$ cat config.mk
export PLATFORM = sky130hd
export DESIGN_NAME = mmu_status_abort
export DESIGN_NICKNAME = d
export VERILOG_FILES = /design/src/mmu_pkg.sv /design/src/mmu_status_abort.sv
export SDC_FILE = /design/constraint.sdc
export NUM_CORES = 1
export LEC_CHECK = 0
export ABC_AREA = 1
export BUFFER_PORTS_ARGS = -buffer_cell sky130_fd_sc_hd__buf_2
export CORE_MARGIN = 2
export CORE_UTILIZATION = 45
export DETAILED_ROUTE_END_ITERATION = 6
export MAX_ROUTING_LAYER = met4
export SLEW_MARGIN = 20
export SYNTH_ARGS = -nofsm -noshare
export SYNTH_HDL_FRONTEND = slang
export SYNTH_SLANG_ARGS = --single-unit
$ cat constraint.sdc
create_clock -name i_mclk -period 2.9 [get_ports i_mclk]
set_input_delay 0.145 -clock i_mclk [delete_from_list [all_inputs] [get_ports i_mclk]]
set_output_delay 0.145 -clock i_mclk [all_outputs]
set_load 0.01 [all_outputs]
$ cat src/mmu_pkg.sv
// constants for the memory management status and abort logic
// assumes a 16-bit processor data path and a classic wishbone slave port
package mmu_pkg;

  // --------------------------------------------------------------
  // register byte offsets
  // --------------------------------------------------------------
  localparam logic [7:0] OFS_ABORT_STATUS  = 8'h00;
  localparam logic [7:0] OFS_UNUSED_STATUS = 8'h04;
  localparam logic [7:0] OFS_FETCH_PC      = 8'h08;
  localparam logic [7:0] OFS_MAP_CONFIG    = 8'h0c;
  localparam logic [7:0] OFS_PAGE_BASE     = 8'h40;
  localparam logic [7:0] OFS_PAGE_DESC     = 8'h80;

  // --------------------------------------------------------------
  // abort status fields
  // --------------------------------------------------------------
  localparam int STS_NONRES  = 15;
  localparam int STS_LENGTH  = 14;
  localparam int STS_RDONLY  = 13;
  localparam int STS_MODE    = 5;
  localparam int STS_PAGE    = 1;
  localparam int STS_ENABLE  = 0;

  // --------------------------------------------------------------
  // map config fields
  // --------------------------------------------------------------
  localparam int CFG_PERIPH_MAP = 5;
  localparam int CFG_MAP22      = 4;

  // --------------------------------------------------------------
  // page descriptor fields
  // --------------------------------------------------------------
  localparam int DESC_LEN  = 8;
  localparam int DESC_DOWN = 3;
  localparam int DESC_KEY  = 1;
  localparam logic [1:0] KEY_NONRES = 2'h0;
  localparam logic [1:0] KEY_RDONLY = 2'h1;

  // --------------------------------------------------------------
  // reset values and sizes
  // --------------------------------------------------------------
  localparam logic [15:0] RST_REG16 = 16'h0000;
  localparam int NUM_PAGES = 16;
  localparam int VA_W      = 16;
  localparam int PA_W      = 22;

endpackage

$ cat src/mmu_status_abort.sv
// memory management status, translation and abort detection
// assumes one 20 MHz clock, a wishbone classic master for software,
// and a data path that presents one address cycle per valid strobe
//
// Functional notes
// - translate 16-bit virtual address into 18-bit or 22-bit physical when enabled
// - sixteen page base and sixteen page descriptor registers
// - nonresident flag set when page access key is zero
// - illegal processor mode sets both nonresident and length flags
// - length flag set when block number exceeds page length field, or falls below it on downward pages
// - nonresident and length flags may set in one access
// - read-only flag set on write to page with key one
// - faulting page mode recorded in bits 6 to 5
// - faulting page number recorded in bits 3 to 1
// - enable bit one relocates; zero passes untranslated, no checks
// - unused status register reads zero, ignores writes
// - unused status register access completes without bus error
// - fetch pc capture loads pc on instruction fetch address cycles
// - fetch pc capture freezes once any abort flag set; read-only
// - config bit 5 enables optional peripheral map
// - config bit 4 selects 18-bit or 22-bit mapping
// - other config bits read zero
//
// The address map and the Wishbone register port were decided locally.
`timescale 1ns/1ps

module mmu_status_abort (
  input  wire logic        i_mclk,
  input  wire logic        i_rst_n,
  input  wire logic        i_ce,
  input  wire logic        i_wb_cyc,
  input  wire logic        i_wb_stb,
  input  wire logic        i_wb_we,
  input  wire logic [7:0]  i_wb_adr,
  input  wire logic [3:0]  i_wb_sel,
  input  wire logic [31:0] i_wb_dat,
  output logic      [31:0] o_wb_dat,
  output logic             o_wb_ack,
  input  wire logic        i_acc_valid,
  input  wire logic [15:0] i_acc_va,
  input  wire logic [1:0]  i_acc_mode,
  input  wire logic        i_acc_write,
  input  wire logic        i_acc_ifetch,
  input  wire logic [15:0] i_acc_pc,
  output logic      [21:0] o_pa,
  output logic             o_pa_valid,
  output logic             o_abort,
  output logic             o_periph_map_en,
  output logic             o_map22
);

  // ------------------------------------------------------------------
  // functions
  // ------------------------------------------------------------------
  function automatic logic [15:0] lane_merge(input logic [15:0] old_v,
                                             input logic [31:0] wd,
                                             input logic [3:0]  sel);
    logic [15:0] r;
    r = old_v;
    if (sel[0]) begin
      r[7:0] = wd[7:0];
    end
    if (sel[1]) begin
      r[15:8] = wd[15:8];
    end
    return r;
  endfunction

  function automatic logic is_page(input logic [7:0] adr,
                                   input logic [7:0] base);
    return adr[7:6] == base[7:6];
  endfunction

  // ------------------------------------------------------------------
  // storage
  // ------------------------------------------------------------------
  logic [15:0] page_base_regs       [mmu_pkg::NUM_PAGES];
  logic [15:0] page_descriptor_regs [mmu_pkg::NUM_PAGES];
  logic [2:0]  flags_r;
  logic [1:0]  fault_mode_r;
  logic [2:0]  fault_page_r;
  logic        enable_r;
  logic [15:0] fetch_pc_r;
  logic        periph_r;
  logic        map22_r;
  logic        ack_r;
  logic [31:0] rdat_r;
  logic [21:0] pa_r;
  logic        pa_valid_r;
  logic        abort_r;

  // ------------------------------------------------------------------
  // access decode and checks
  // ------------------------------------------------------------------
  logic [3:0]  pg_idx;
  logic [15:0] pg_base;
  logic [15:0] pg_desc;
  logic [6:0]  blk;
  logic [6:0]  page_length_field;
  logic [1:0]  key;
  logic        illegal_mode;
  logic        chk;
  logic        f_nonres;
  logic        f_length;
  logic        f_rdonly;
  logic        fault;
  logic [21:0] pa_full;
  logic [21:0] pa_nxt;

  always_comb begin
    pg_idx  = {i_acc_mode[1], i_acc_va[15:13]};
    pg_base = page_base_regs[pg_idx];
    pg_desc = page_descriptor_regs[pg_idx];
    blk     = i_acc_va[12:6];
    page_length_field     = pg_desc[mmu_pkg::DESC_LEN +: 7];
    key     = pg_desc[mmu_pkg::DESC_KEY +: 2];
    illegal_mode = i_acc_mode[1] ^ i_acc_mode[0];
    chk      = i_acc_valid & enable_r;
    f_nonres = chk & (illegal_mode |
                      (key == mmu_pkg::KEY_NONRES));
    // length check applies in its own right so both flags can rise
    f_length = chk & (illegal_mode |
               (pg_desc[mmu_pkg::DESC_DOWN] ? (blk < page_length_field)
                                            : (blk > page_length_field)));
    f_rdonly = chk & i_acc_write & ~illegal_mode &
               (key == mmu_pkg::KEY_RDONLY);
    fault    = f_nonres | f_length | f_rdonly;
    pa_full  = {pg_base, 6'h00} + {9'h000, i_acc_va[12:0]};
    if (!enable_r) begin
      pa_nxt = {6'h00, i_acc_va};
    end else if (map22_r) begin
      pa_nxt = pa_full;
    end else begin
      pa_nxt = {4'h0, pa_full[17:0]};
    end
  end

  // ------------------------------------------------------------------
  // bus decode
  // ------------------------------------------------------------------
  logic bus_req;
  logic bus_wr;
  logic [3:0] reg_idx;

  // writes land on the ack edge so master and slave agree on timing
  assign bus_req  = i_wb_cyc & i_wb_stb;
  assign bus_wr   = bus_req & i_wb_we & ack_r;
  assign reg_idx  = i_wb_adr[5:2];
  assign o_wb_ack = ack_r;
  assign o_wb_dat = rdat_r;

  always_ff @(posedge i_mclk or negedge i_rst_n) begin
    if (!i_rst_n) begin
      ack_r <= 1'b0;
    end else if (i_ce) begin
      ack_r <= bus_req & ~ack_r;     // every address answers
    end
  end

  // ------------------------------------------------------------------
  // read data
  // ------------------------------------------------------------------
  always_ff @(posedge i_mclk or negedge i_rst_n) begin
    if (!i_rst_n) begin
      rdat_r <= 32'h0000_0000;
    end else if (i_ce) begin
      rdat_r <= 32'h0000_0000;       // unmapped and unused read zero
      if (bus_req & ~ack_r & ~i_wb_we) begin
        if (i_wb_adr == mmu_pkg::OFS_ABORT_STATUS) begin
          rdat_r[15:0] <= {flags_r, 6'h00, fault_mode_r, 1'b0,
                           fault_page_r, enable_r};
        end else if (i_wb_adr == mmu_pkg::OFS_FETCH_PC) begin
          rdat_r[15:0] <= fetch_pc_r;
        end else if (i_wb_adr == mmu_pkg::OFS_MAP_CONFIG) begin
          rdat_r[15:0] <= {10'h000, periph_r, map22_r, 4'h0};
        end else if (is_page(i_wb_adr, mmu_pkg::OFS_PAGE_BASE)) begin
          rdat_r[15:0] <= page_base_regs[reg_idx];
        end else if (is_page(i_wb_adr, mmu_pkg::OFS_PAGE_DESC)) begin
          rdat_r[15:0] <= page_descriptor_regs[reg_idx];
        end
      end
    end
  end

  // ------------------------------------------------------------------
  // page registers
  // ------------------------------------------------------------------
  always_ff @(posedge i_mclk or negedge i_rst_n) begin
    if (!i_rst_n) begin
      for (int i = 0; i < mmu_pkg::NUM_PAGES; i++) begin
        page_base_regs[i]       <= mmu_pkg::RST_REG16;
        page_descriptor_regs[i] <= mmu_pkg::RST_REG16;
      end
    end else if (i_ce & bus_wr) begin
      if (is_page(i_wb_adr, mmu_pkg::OFS_PAGE_BASE)) begin
        page_base_regs[reg_idx] <=
          lane_merge(page_base_regs[reg_idx], i_wb_dat, i_wb_sel);
      end else if (is_page(i_wb_adr, mmu_pkg::OFS_PAGE_DESC)) begin
        page_descriptor_regs[reg_idx] <=
          lane_merge(page_descriptor_regs[reg_idx], i_wb_dat, i_wb_sel);
      end
    end
  end

  // ------------------------------------------------------------------
  // abort status
  // ------------------------------------------------------------------
  logic [15:0] sts_wr;
  assign sts_wr = lane_merge({flags_r, 6'h00, fault_mode_r, 1'b0,
                              fault_page_r, enable_r}, i_wb_dat, i_wb_sel);

  always_ff @(posedge i_mclk or negedge i_rst_n) begin
    if (!i_rst_n) begin
      flags_r  <= 3'h0;
      enable_r <= 1'b0;
    end else if (i_ce) begin
      if (bus_wr && i_wb_adr == mmu_pkg::OFS_ABORT_STATUS) begin
        enable_r <= sts_wr[mmu_pkg::STS_ENABLE];
        // a fault in the same cycle as a clear still lands
        flags_r  <= sts_wr[15:13] |
                    {f_nonres, f_length, f_rdonly};
      end else begin
        flags_r  <= flags_r | {f_nonres, f_length, f_rdonly};
      end
    end
  end

  // first fault wins the record; later ones keep it stable for software
  always_ff @(posedge i_mclk or negedge i_rst_n) begin
    if (!i_rst_n) begin
      fault_mode_r <= 2'h0;
      fault_page_r <= 3'h0;
    end else if (i_ce) begin
      if (bus_wr && i_wb_adr == mmu_pkg::OFS_ABORT_STATUS &&
          !fault) begin
        fault_mode_r <= sts_wr[mmu_pkg::STS_MODE +: 2];
        fault_page_r <= sts_wr[mmu_pkg::STS_PAGE +: 3];
      end else if (fault && flags_r == 3'h0) begin
        fault_mode_r <= i_acc_mode;
        fault_page_r <= i_acc_va[15:13];
      end
    end
  end

  // ------------------------------------------------------------------
  // fetch pc capture
  // ------------------------------------------------------------------
  always_ff @(posedge i_mclk or negedge i_rst_n) begin
    if (!i_rst_n) begin
      fetch_pc_r <= mmu_pkg::RST_REG16;
    end else if (i_ce) begin
      if (i_acc_valid & i_acc_ifetch & (flags_r == 3'h0)) begin
        fetch_pc_r <= i_acc_pc;
      end
    end
  end

  // ------------------------------------------------------------------
  // map config
  // ------------------------------------------------------------------
  logic [15:0] cfg_wr;
  assign cfg_wr = lane_merge({10'h000, periph_r, map22_r, 4'h0},
                             i_wb_dat, i_wb_sel);
  assign o_periph_map_en = periph_r;
  assign o_map22         = map22_r;

  always_ff @(posedge i_mclk or negedge i_rst_n) begin
    if (!i_rst_n) begin
      periph_r <= 1'b0;
      map22_r  <= 1'b0;
    end else if (i_ce) begin
      if (bus_wr && i_wb_adr == mmu_pkg::OFS_MAP_CONFIG) begin
        periph_r <= cfg_wr[mmu_pkg::CFG_PERIPH_MAP];
        map22_r  <= cfg_wr[mmu_pkg::CFG_MAP22];
      end
    end
  end

  // ------------------------------------------------------------------
  // physical address and abort outputs
  // ------------------------------------------------------------------
  assign o_pa       = pa_r;
  assign o_pa_valid = pa_valid_r;
  assign o_abort    = abort_r;

  always_ff @(posedge i_mclk or negedge i_rst_n) begin
    if (!i_rst_n) begin
      pa_r       <= 22'h00_0000;
      pa_valid_r <= 1'b0;
      abort_r    <= 1'b0;
    end else if (i_ce) begin
      pa_r       <= pa_nxt;
      pa_valid_r <= i_acc_valid & ~fault;
      abort_r    <= fault;
    end
  end
endmodule

# Word level (Yosys, flattened, before mapping)
# Cells that the tools add are included.
# W data, S select, Z words.
[word_totals]
regBits = 580
elab_cells = 147
output_inout_bits = 59
in_bits = 87
[classes]
bitwise = 29
add_sub_neg = 1
n_reduce_logical = 16
order_cmp = 5
mux = 46
eq_ne = 6
[op_table]
columns = ["operator", "n"]
rows = [
  ["$bwmux W256", 2],
  ["$bmux W16 S4", 4],
  ["$mux W16", 13],
  ["$mux W8", 15],
  ["$demux W16 S4", 1],
  ["$mux W22", 2],
  ["$mux W15", 2],
  ["$add A22 B13 Y22", 1],
  ["$eq A8 B4 Y1 const B", 2],
  ["$and A1 B1 Y1", 15],
  ["$reduce_and A3 Y1", 4],
  ["$ge A5 B5 Y1 const B", 2],
  ["$not A4 Y5", 2],
  ["$mux W3", 3],
  ["$logic_not A8 Y1", 1],
  ["$gt A7 B7 Y1", 1],
  ["$lt A7 B7 Y1", 1],
  ["$mux W7", 1],
  ["$or A3 B3 Y3", 2],
  ["$logic_and A1 B1 Y1", 5],
  ["$lt A5 B1 Y1 const B", 1],
  ["$not A1 Y1", 5],
  ["$eq A2 B1 Y1 const B", 2],
  ["$mux W2", 2],
  ["other kinds (10)", 14],
]

# Logic depth before layout (Yosys ltp)
# Gate-level depths: netlist (run 1).
[depth]
depth_word = 14
depth_mapped = 28
mapped_depth_nobuf = 22

# Worst setup path after synthesis (run 1)
# No wires, ideal clock.
[synth_timing]
path_kind = "input-to-reg"
from = "input i_acc_va[13]"
to = "register pa_r[20], in the netlist o_pa[20]"
setup_ns = 0.066
path_stages = 27
arrival_ns = 3.197
n_path_buf = 6
t_required_ns = 2.834
path_slack_ns = -0.362
path_cell_list = "buf_4 buf_4 buf_2 buf_2 buf_2 buf_1 a21oi_1 o21ai_0 nand3_1 nand3_1 nand2_1 ha_1 inv_1 fa_1 inv_1 nand3_1 nand2_1 a31oi_1 nor2_1 nor2_1 nor2_1 nand2_1 nor2_1 nand2_1 nor2_1 o21ai_0 nand2_1"
[synth_via]
elab_chain_cells = 7
[synth_lines]
columns = ["item", "line", "source"]
rows = [
  ["start: declaration", "mmu_status_abort.sv:40", "input wire logic [15:0] i_acc_va,"],
  ["$not A4 Y5 (implied by the code)", "mmu_status_abort.sv:112", "pg_base = page_base_regs[pg_idx];"],
  ["$bmux W16 S4", "mmu_status_abort.sv:112", ""],
  ["$mux W16 (implied by the code) (2 in series)", "mmu_status_abort.sv:112", ""],
  ["$add A22 B13 Y22", "mmu_status_abort.sv:128", "pa_full = {pg_base, 6'h00} + {9'h000, i_acc_va[12:0]};"],
  ["$mux W22", "mmu_status_abort.sv:131", "end else if (map22_r) begin"],
  ["$mux W22", "mmu_status_abort.sv:129", "if (!enable_r) begin"],
  ["end signal: assignment", "mmu_status_abort.sv:292", "pa_r <= pa_nxt;"],
  ["end: declaration", "mmu_status_abort.sv:88", "logic [21:0] pa_r;"],
]
# No other way between the ends. The select of a mux whose other input is x is not followed.
# A chain may end at the register's enable or synchronous reset.

# Worst setup path in the final report (run 1)
[layout_timing]
from = "register page_descriptor_regs[170] (netlist bit)"
to = "register fault_page_r[0]"
[layout_via]
elab_chain_cells = 13
word_cells_on_any_way = 17
classes_between = "order compare: 2; eq/ne: 1; mux: 5; bitwise: 4; reduce/logical: 5"
[layout_lines]
columns = ["item", "line", "source"]
rows = [
  ["start: declaration", "mmu_status_abort.sv:78", "logic [15:0] page_descriptor_regs [mmu_pkg::NUM_PAGES];"],
  ["start signal: indexed assignment", "mmu_status_abort.sv:192", "page_descriptor_regs[i] <= mmu_pkg::RST_REG16;"],
  ["start signal: indexed assignment", "mmu_status_abort.sv:199", "page_descriptor_regs[reg_idx] <="],
  ["$bmux W16 S4 *", "mmu_status_abort.sv:113", "pg_desc = page_descriptor_regs[pg_idx];"],
  ["$mux W15 (implied by the code) * (2 in series)", "mmu_status_abort.sv:113", ""],
  ["$gt A7 B7 Y1 / $lt A7 B7 Y1 (equally long branches)", "mmu_status_abort.sv:124, mmu_status_abort.sv:123", ""],
  ["$mux W1 *", "mmu_status_abort.sv:123", "(pg_desc[mmu_pkg::DESC_DOWN] ? (blk < page_length_field)"],
  ["$or A1 B1 Y1 *", "mmu_status_abort.sv:122", "f_length = chk & (illegal_mode |"],
  ["$and A1 B1 Y1 *", "mmu_status_abort.sv:122", ""],
  ["$or A1 B1 Y1 * (2 in series)", "mmu_status_abort.sv:127", "fault = f_nonres | f_length | f_rdonly;"],
  ["$logic_not A1 Y1", "mmu_status_abort.sv:235", "!fault) begin"],
  ["$logic_and A1 B1 Y1", "mmu_status_abort.sv:234", "if (bus_wr && i_wb_adr == mmu_pkg::OFS_ABORT_STATUS &&"],
  ["$ne A2 B2 Y1 (no source line) / $reduce_bool A2 Y1 (equally long branches)", "--", ""],
  ["$reduce_and A3 Y1 (no source line)", "--", ""],
  ["end signal: assignment", "mmu_status_abort.sv:237", "fault_page_r <= sts_wr[mmu_pkg::STS_PAGE +: 3];"],
  ["end signal: assignment", "mmu_status_abort.sv:240", "fault_page_r <= i_acc_va[15:13];"],
  ["end: declaration", "mmu_status_abort.sv:81", "logic [2:0] fault_page_r;"],
]
# Mark *: on every way between the ends. The rest lies on a longest branch, timed or not. The select of a mux whose other input is x is not followed.

==> metrics.txt, run 1 <==
# IOs between 100 and 150; Hold Vio Cnt, Final 0; clk_skew between 0.02 and 0.025 ns; GRT Util Overall 0.328; run status completed; sequential-to-total area share from yosys stat 0.470; PD cells about 540 nW/um2; nets@finish 4156; site row count 96; reg2reg start page_descriptor_regs[170]$_DFFE_PN0P_; slew margin rel. 0.410; Clk pwr share 0.443; final wirelength about 110000 um; CP Capture Type flip-flop; ys flop type dfrtp_1; #FFs+latches synth 580; EDFF count, synth 0; layout cells sized above 1 0.153; via count roughly 29000; Initial Util 0.453; classification of the worst setup path flip-flop to flip-flop; hold crit path type primary input to flip-flop; Worst Setup Slack, final roughly 0.22 ns; period utilisation layout 0.923; Initial DRC Count between 3000 and 4000; sw frac 0.278; Slew Limit Fails 0; slowest CP cell dfrtp_1; Avg WL per Cell about 23 um; CTS tree yes; DRC 0; setup violators final 0; Logic pwr share 0.135; Place WS -0.0545 ns; router iterations before antenna repair 6; global placer's final weighted congestion 0.955; Seq pwr share 0.423; vias in the first global route around 27000; largest net degree at the start of global routing 159; highest clock rate around 0.37 GHz; antenna violations before repair 3; Worst Path Max Fanout 5; clk slew on worst S/H paths roughly 0.060 ns; switching power between 5 and 6 mW; VDD IR max roughly 0.37 mV; Worst Path Required 3.41 ns; hold depth 7; CP most frequent cell nand2_1; via density per instance about 5.7; Area Growth Syn to Fin 17.9%; clk_lat worst skew between 0.6 and 0.7 ns; die width roughly 270 um; core footprint about 68000 um2; CP startpoint kind flip-flop; H-tree Lvls 3; Root Buffer clkbuf_16; Post-DRT Antenna Nets 0; grt total ovfl 0; commonest non-fill, non-tap cell in the layout nand2_1; Reg2Reg Depth 21; YS warnings 0; Post-Syn Instances 3901; CP arrival about 3.2 ns; first-pass GRT wire length ~170000 um; worst stage delay on the critical path around 0.33 ns; Port Buffer Count about 110; post-synthesis async set-or-reset flop share 1.00; Detail Placement HPWL about 74000 um; critical-path cell list inv_1, a21oi_2, o21ai_0, nand3_1, nand3_1, nand2_2, inv_1, ha_4, nand2_1, o21ai_1, nand2_1, and2_1, nand2_1, nand3_1, buf_4, nand2_4, nand4_1, nand2_1, nand2_1, nand2_1, nand2_1; hold slack between 0.04 and 0.05 ns; total power draw around 20 mW; clock buffer depth 3; synthesized cell area around 31000 um2; die area between 70000 and 80000 um2; P_leak 17.4 nW; Max-Cap Viols 0; Sum Neg Setup Slack 0 ns; Die Y-Extent around 270 um; Tightest Pin Transition just under 0.9 ns; P_int between 10 and 15 mW; CTS buffer count around 70; most frequent cells in the layout 718 x nand2_1, 655 x o21ai_0, 580 x dfrtp_1; R2R Path End fault_page_r[0]$_DFFE_PN0P_; reg-to-reg setup timing slack about 0.22 ns; post-synth cell types 48; Hold Path Origin i_wb_adr[7]; Hold Path Sink o_wb_dat[7]$_DFFE_PN0P_; Sink Count 580; Syn Area/Cell ~7.9 um2; Period minus WS final around 2.7 ns
==> power by group through the flow <==
stage          Clock, mW  Combinational [mW]  Sequential, mW
6_report            8.68                2.64            8.28
5_1_grt             9.12                2.83            8.29
4_1_cts             8.79                2.57            8.28
3_5_place_dp           0                2.52            8.43
3_3_place_gp           0                2.51            8.42
2_1_floorplan          0                1.36            8.43
==> critical path: cells and delay by family, from the launching register on <==
family          cells  cell delay (ns)
simple gates       14             1.31
buf+inv             3             0.32
compound gates      3             0.32
flops               1             0.33
fa+ha+maj           1             0.28
==> metal layers <==
layer | part of all wire | wire (um) | GRT usage | vias up
met5 | 0 | 0 | - | -
met3 | 0.093 | 10500 | 0.0682 | 247
li1 | - | - | - | 13400
met2 | 0.44 | 50000 | 0.490 | 1360
met4 | 0.036 | 4040 | 0.114 | 0
met1 | 0.43 | 48500 | 0.443 | 13700
==> worst max-delay path by stage <==
stage,startpoint,endpoint,cells past startpoint
after floorplan,i_acc_va[13],o_pa[20]$_DFFE_PN0P_,27
after global placement,i_acc_va[14],o_pa[19]$_DFFE_PN0P_,22
after detailed placement,i_acc_va[14],o_pa[19]$_DFFE_PN0P_,22
after CTS,page_descriptor_regs[170]$_DFFE_PN0P_,fault_page_r[0]$_DFFE_PN0P_,21
after global routing,page_descriptor_regs[169]$_DFFE_PN0P_,fault_page_r[0]$_DFFE_PN0P_,21
final,page_descriptor_regs[170]$_DFFE_PN0P_,fault_page_r[0]$_DFFE_PN0P_,21
==> logic make-up after synthesis <==
| logic type | synth area share |
|---|---|
| DFF | 0.470 |
| muxes | 0.0237 |
| adders and majority gates | 0.00632 |
| AOI/OAI and AO/OA | 0.238 |
| xor gates and xnor gates | 0.00113 |
| other | 0.000121 |
| and+or+nand+nor | 0.147 |
| buffers and inverters | 0.114 |
==> registers in the layout (all words and copies together), names as in the netlist, 2 cells and up <==
name	count
o_pa	22
page_base_regs	256
fault_mode_r	2
fault_page_r	3
flags_r	3
o_wb_dat	16
fetch_pc_r	16
page_descriptor_regs	256
==> synth_stat cells (all sizes together), types with 19 or more instances <==
cell type | instances | area, um2
mux2 | 65 | 732
nand4 | 21 | 131
a21oi | 232 | 1160
nor2 | 54 | 235
buf | 188 | 1070
dfrtp | 580 | 14500
nand3 | 210 | 1060
a22oi | 19 | 143
clkbuf | 123 | 462
inv | 526 | 1980
o211ai | 23 | 173
nand2 | 741 | 2820
o22ai | 227 | 1420
o21ai | 806 | 4210
nor3 | 32 | 269
o221ai | 19 | 166
==> stage by stage <==
stage,std cells,util,cell area (um2)
2_1_floorplan,3916,-,31200
3_3_place_gp,4821,0.493,33600
3_5_place_dp,4821,0.493,33600
4_1_cts,4986,0.532,36300
5_1_grt,4987,0.534,36400
6_report,4987,0.534,36400
==> layout make-up <==
class / count / area [um2]
Fill cell: 6314 / 31800
Sequential cell: 580 / 14500
Multi-Input combinational cell: 2498 / 13300
Inverter: 527 / 1990
Clock inverter: 13 / 145
Clock buffer: 107 / 2080
Timing Repair Buffer: 379 / 3320
Antenna cell: 1 / 2.50
Tap cell: 882 / 1100
==> repair_timing <==
item,CTS,global route
buffers inserted,0,0
setup endpoints to repair,0,13
endpoints found under the hold margin,502,0
resized for setup,0,39
hold buffers,45,0
No activity file was read; power rests on OpenSTA's default activity.
==> inputs of run 2 (changes only) <==
--- a/config.mk
+++ b/config.mk
@@ -7,6 +7,7 @@
 export LEC_CHECK = 0
 export ABC_AREA = 1
 export BUFFER_PORTS_ARGS = -buffer_cell sky130_fd_sc_hd__buf_2
+export CORE_ASPECT_RATIO = 2
 export CORE_MARGIN = 2
 export CORE_UTILIZATION = 45
 export DETAILED_ROUTE_END_ITERATION = 6
==> run 2 against run 1 <==
  * Via count grew 1.5%
  * Clock power down 14%
  * First-iteration DRC count shrank 23%
  * Cell area grew 0.77%
==> metrics.txt, run 2 (synthesis gave the netlist of run 1 again) <==
H-tree Lvls 2 (was 3); CP Launch Point page_descriptor_regs[170]$_DFFE_PN0P_ (unchanged); final core utilization 0.541 (was 0.534); Die Y-Extent 375 um (was 266 um); DRC 0 (unchanged); run status completed (unchanged); GRT Util Overall 0.346 (was 0.328); via density per instance 5.75 (was 5.74); P_leak 17.6 nW (was 17.4 nW); classification of the worst setup path flip-flop to flip-flop (unchanged); reg2reg start page_descriptor_regs[170]$_DFFE_PN0P_ (unchanged); die area 70900 um2 (was 70800 um2); Area Growth Syn to Fin 18.8% (was 17.9%); router iterations before antenna repair 5 (was 6); CP most frequent cell nand2_1 (unchanged); PD cells 507 nW/um2 (was 538 nW/um2); vias in the first global route 29000 (was 26900); grt total ovfl 0 (unchanged); Detail Placement HPWL 82600 um (was 74400 um); Hold Path Origin i_acc_ifetch (was i_wb_adr[7]); total power draw 18.6 mW (was 19.6 mW); CP arrival 3.25 ns (was 3.19 ns); Port Buffer Count 111 (unchanged); Sink Count 580 (unchanged); Slew Limit Fails 0 (unchanged); clk_skew 0.0299 ns (was 0.0234 ns); setup violators final 0 (unchanged); final wirelength 119000 um (was 113000 um); Worst Path Required 3.45 ns (was 3.41 ns); Sum Neg Setup Slack 0 ns (unchanged); CTS tree yes (unchanged); antenna violations before repair 2 (was 3); worst stage delay on the critical path 0.32 ns (was 0.33 ns); CTS buffer count 55 (was 68); Max-Cap Viols 0 (unchanged); slowest CP cell dfrtp_1 (unchanged); # IOs 146 (unchanged); global placer's final weighted congestion 0.948 (was 0.955); Initial Util 0.455 (was 0.453); first-pass GRT wire length 179000 um (was 170000 um); layout cells sized above 1 0.168 (was 0.153); Initial DRC Count 2441 (was 3168); via count 29100 (was 28600); highest clock rate 0.370 GHz (was 0.374 GHz); core footprint 67900 um2 (was 68200 um2); VDD IR max 0.463 mV (was 0.368 mV); Avg WL per Cell 23.5 um (was 22.7 um); Place WS -0.211 ns (was -0.0545 ns); Worst Setup Slack, final 0.198 ns (was 0.224 ns); clk_lat worst skew 0.63 ns (about the same); die width 189 um (was 266 um); hold crit path type primary input to flip-flop (unchanged); Post-Place Cells 4915 (was 4821); clock buffer depth 3 (unchanged); most frequent cells in the layout 716 x nand2_1, 660 x o21ai_0, 580 x dfrtp_1 (was 718 x nand2_1, 655 x o21ai_0, 580 x dfrtp_1); Period minus WS final 2.70 ns (was 2.68 ns); largest net degree at the start of global routing 75 (was 159); CP startpoint kind flip-flop (unchanged); Root Buffer clkbuf_16 (unchanged); site row count 135 (was 96); Hold Vio Cnt, Final 0 (unchanged); period utilisation layout 0.932 (was 0.923); CP bufs+invs 4 (was 3); Worst Path Max Fanout 6 (was 5); slew margin rel. 0.475 (was 0.410); delay-heaviest family, CP simple AND/OR/NAND/NOR gates (unchanged); Post-Layout Cell Count 5057 (was 4987); commonest non-fill, non-tap cell in the layout nand2_1 (unchanged); critical-path cell list inv_1, a21oi_1, o21ai_0, nand3_1, nand3_2, nand2_2, inv_2, ha_4, nand2_1, o21ai_1, buf_4, nand2_1, and2_1, nand2_1, nand3_2, nand2_2, buf_4, nand3_2, nand2_4, nand2_1, nand2_1 (was inv_1, a21oi_2, o21ai_0, nand3_1, nand3_1, nand2_2, inv_1, ha_4, nand2_1, o21ai_1, nand2_1, and2_1, nand2_1, nand3_1, buf_4, nand2_4, nand4_1, nand2_1, nand2_1, nand2_1, nand2_1); nets@finish 4224 (was 4156); CP Capture Type flip-flop (unchanged); Post-DRT Antenna Nets 0 (unchanged); Tightest Pin Transition 0.788 ns (was 0.885 ns); clk slew on worst S/H paths 0.06 ns (about the same)
run 2: cell type report:
type / count / area [um2]
Timing Repair Buffer: 460 / 4020
Clock buffer: 90 / 1710
Inverter: 527 / 1990
Multi-Input combinational cell: 2498 / 13300
Fill cell: 6476 / 31200
Clock inverter: 10 / 103
Sequential cell: 580 / 14500
Tap cell: 890 / 1110
Antenna cell: 2 / 5.00
run 2: through the flow:
step	cell area, um2	hold slack, ns
floorplan	31200	-0.151
global placement	34400	0.167
detailed placement	34400	0.166
CTS	36600	0.000164
global route	36700	0.0401
finish	36700	0.0213
run 2: worst paths after layout:
kind | slack, ns | cells after the start | end
max | 0.20 | 21 | fault_page_r[0]$_DFFE_PN0P_
min | 0.02 | 4 | fetch_pc_r[3]$_DFFE_PN0P_
max reg2reg | 0.20 | 21 | fault_page_r[0]$_DFFE_PN0P_
min reg2reg | 0.47 | 2 | o_pa[3]$_DFFE_PN0P_
max in group asynchronous | 1.82 | 4 | fault_page_r[0]$_DFFE_PN0P_
min in group asynchronous | 0.08 | 2 | page_base_regs[121]$_DFFE_PN0P_
run 2: metal layers:
layer	part of all wire	GRT usage
met4	0.099	0.279
met1	0.36	0.378
met5	0	-
met3	0.060	0.0404
met2	0.48	0.567
run 2: repair_timing:
item                                    in CTS  in global routing
hold buffers                                38                  0
buffers inserted                             0                  2
gates cloned                                 0                  0
endpoints found under the setup margin       5                  9
resized for setup                            6                 28
pin swaps                                    4                 12
endpoints found under the hold margin      168                  0
run 2: worst min-delay path, cell delays in order:
cell and delay [ns]:
buf_2 0.11, nand2_1 0.06, nor2_1 0.07, mux2_2 0.22
run 2: power breakdown:
group | internal, mW | leakage [nW] | switching (mW)
clock | 4.18 | 0.893 | 3.30
sequential | 8.22 | 5.65 | 0.0586
combinational | 0.951 | 11.1 | 1.90
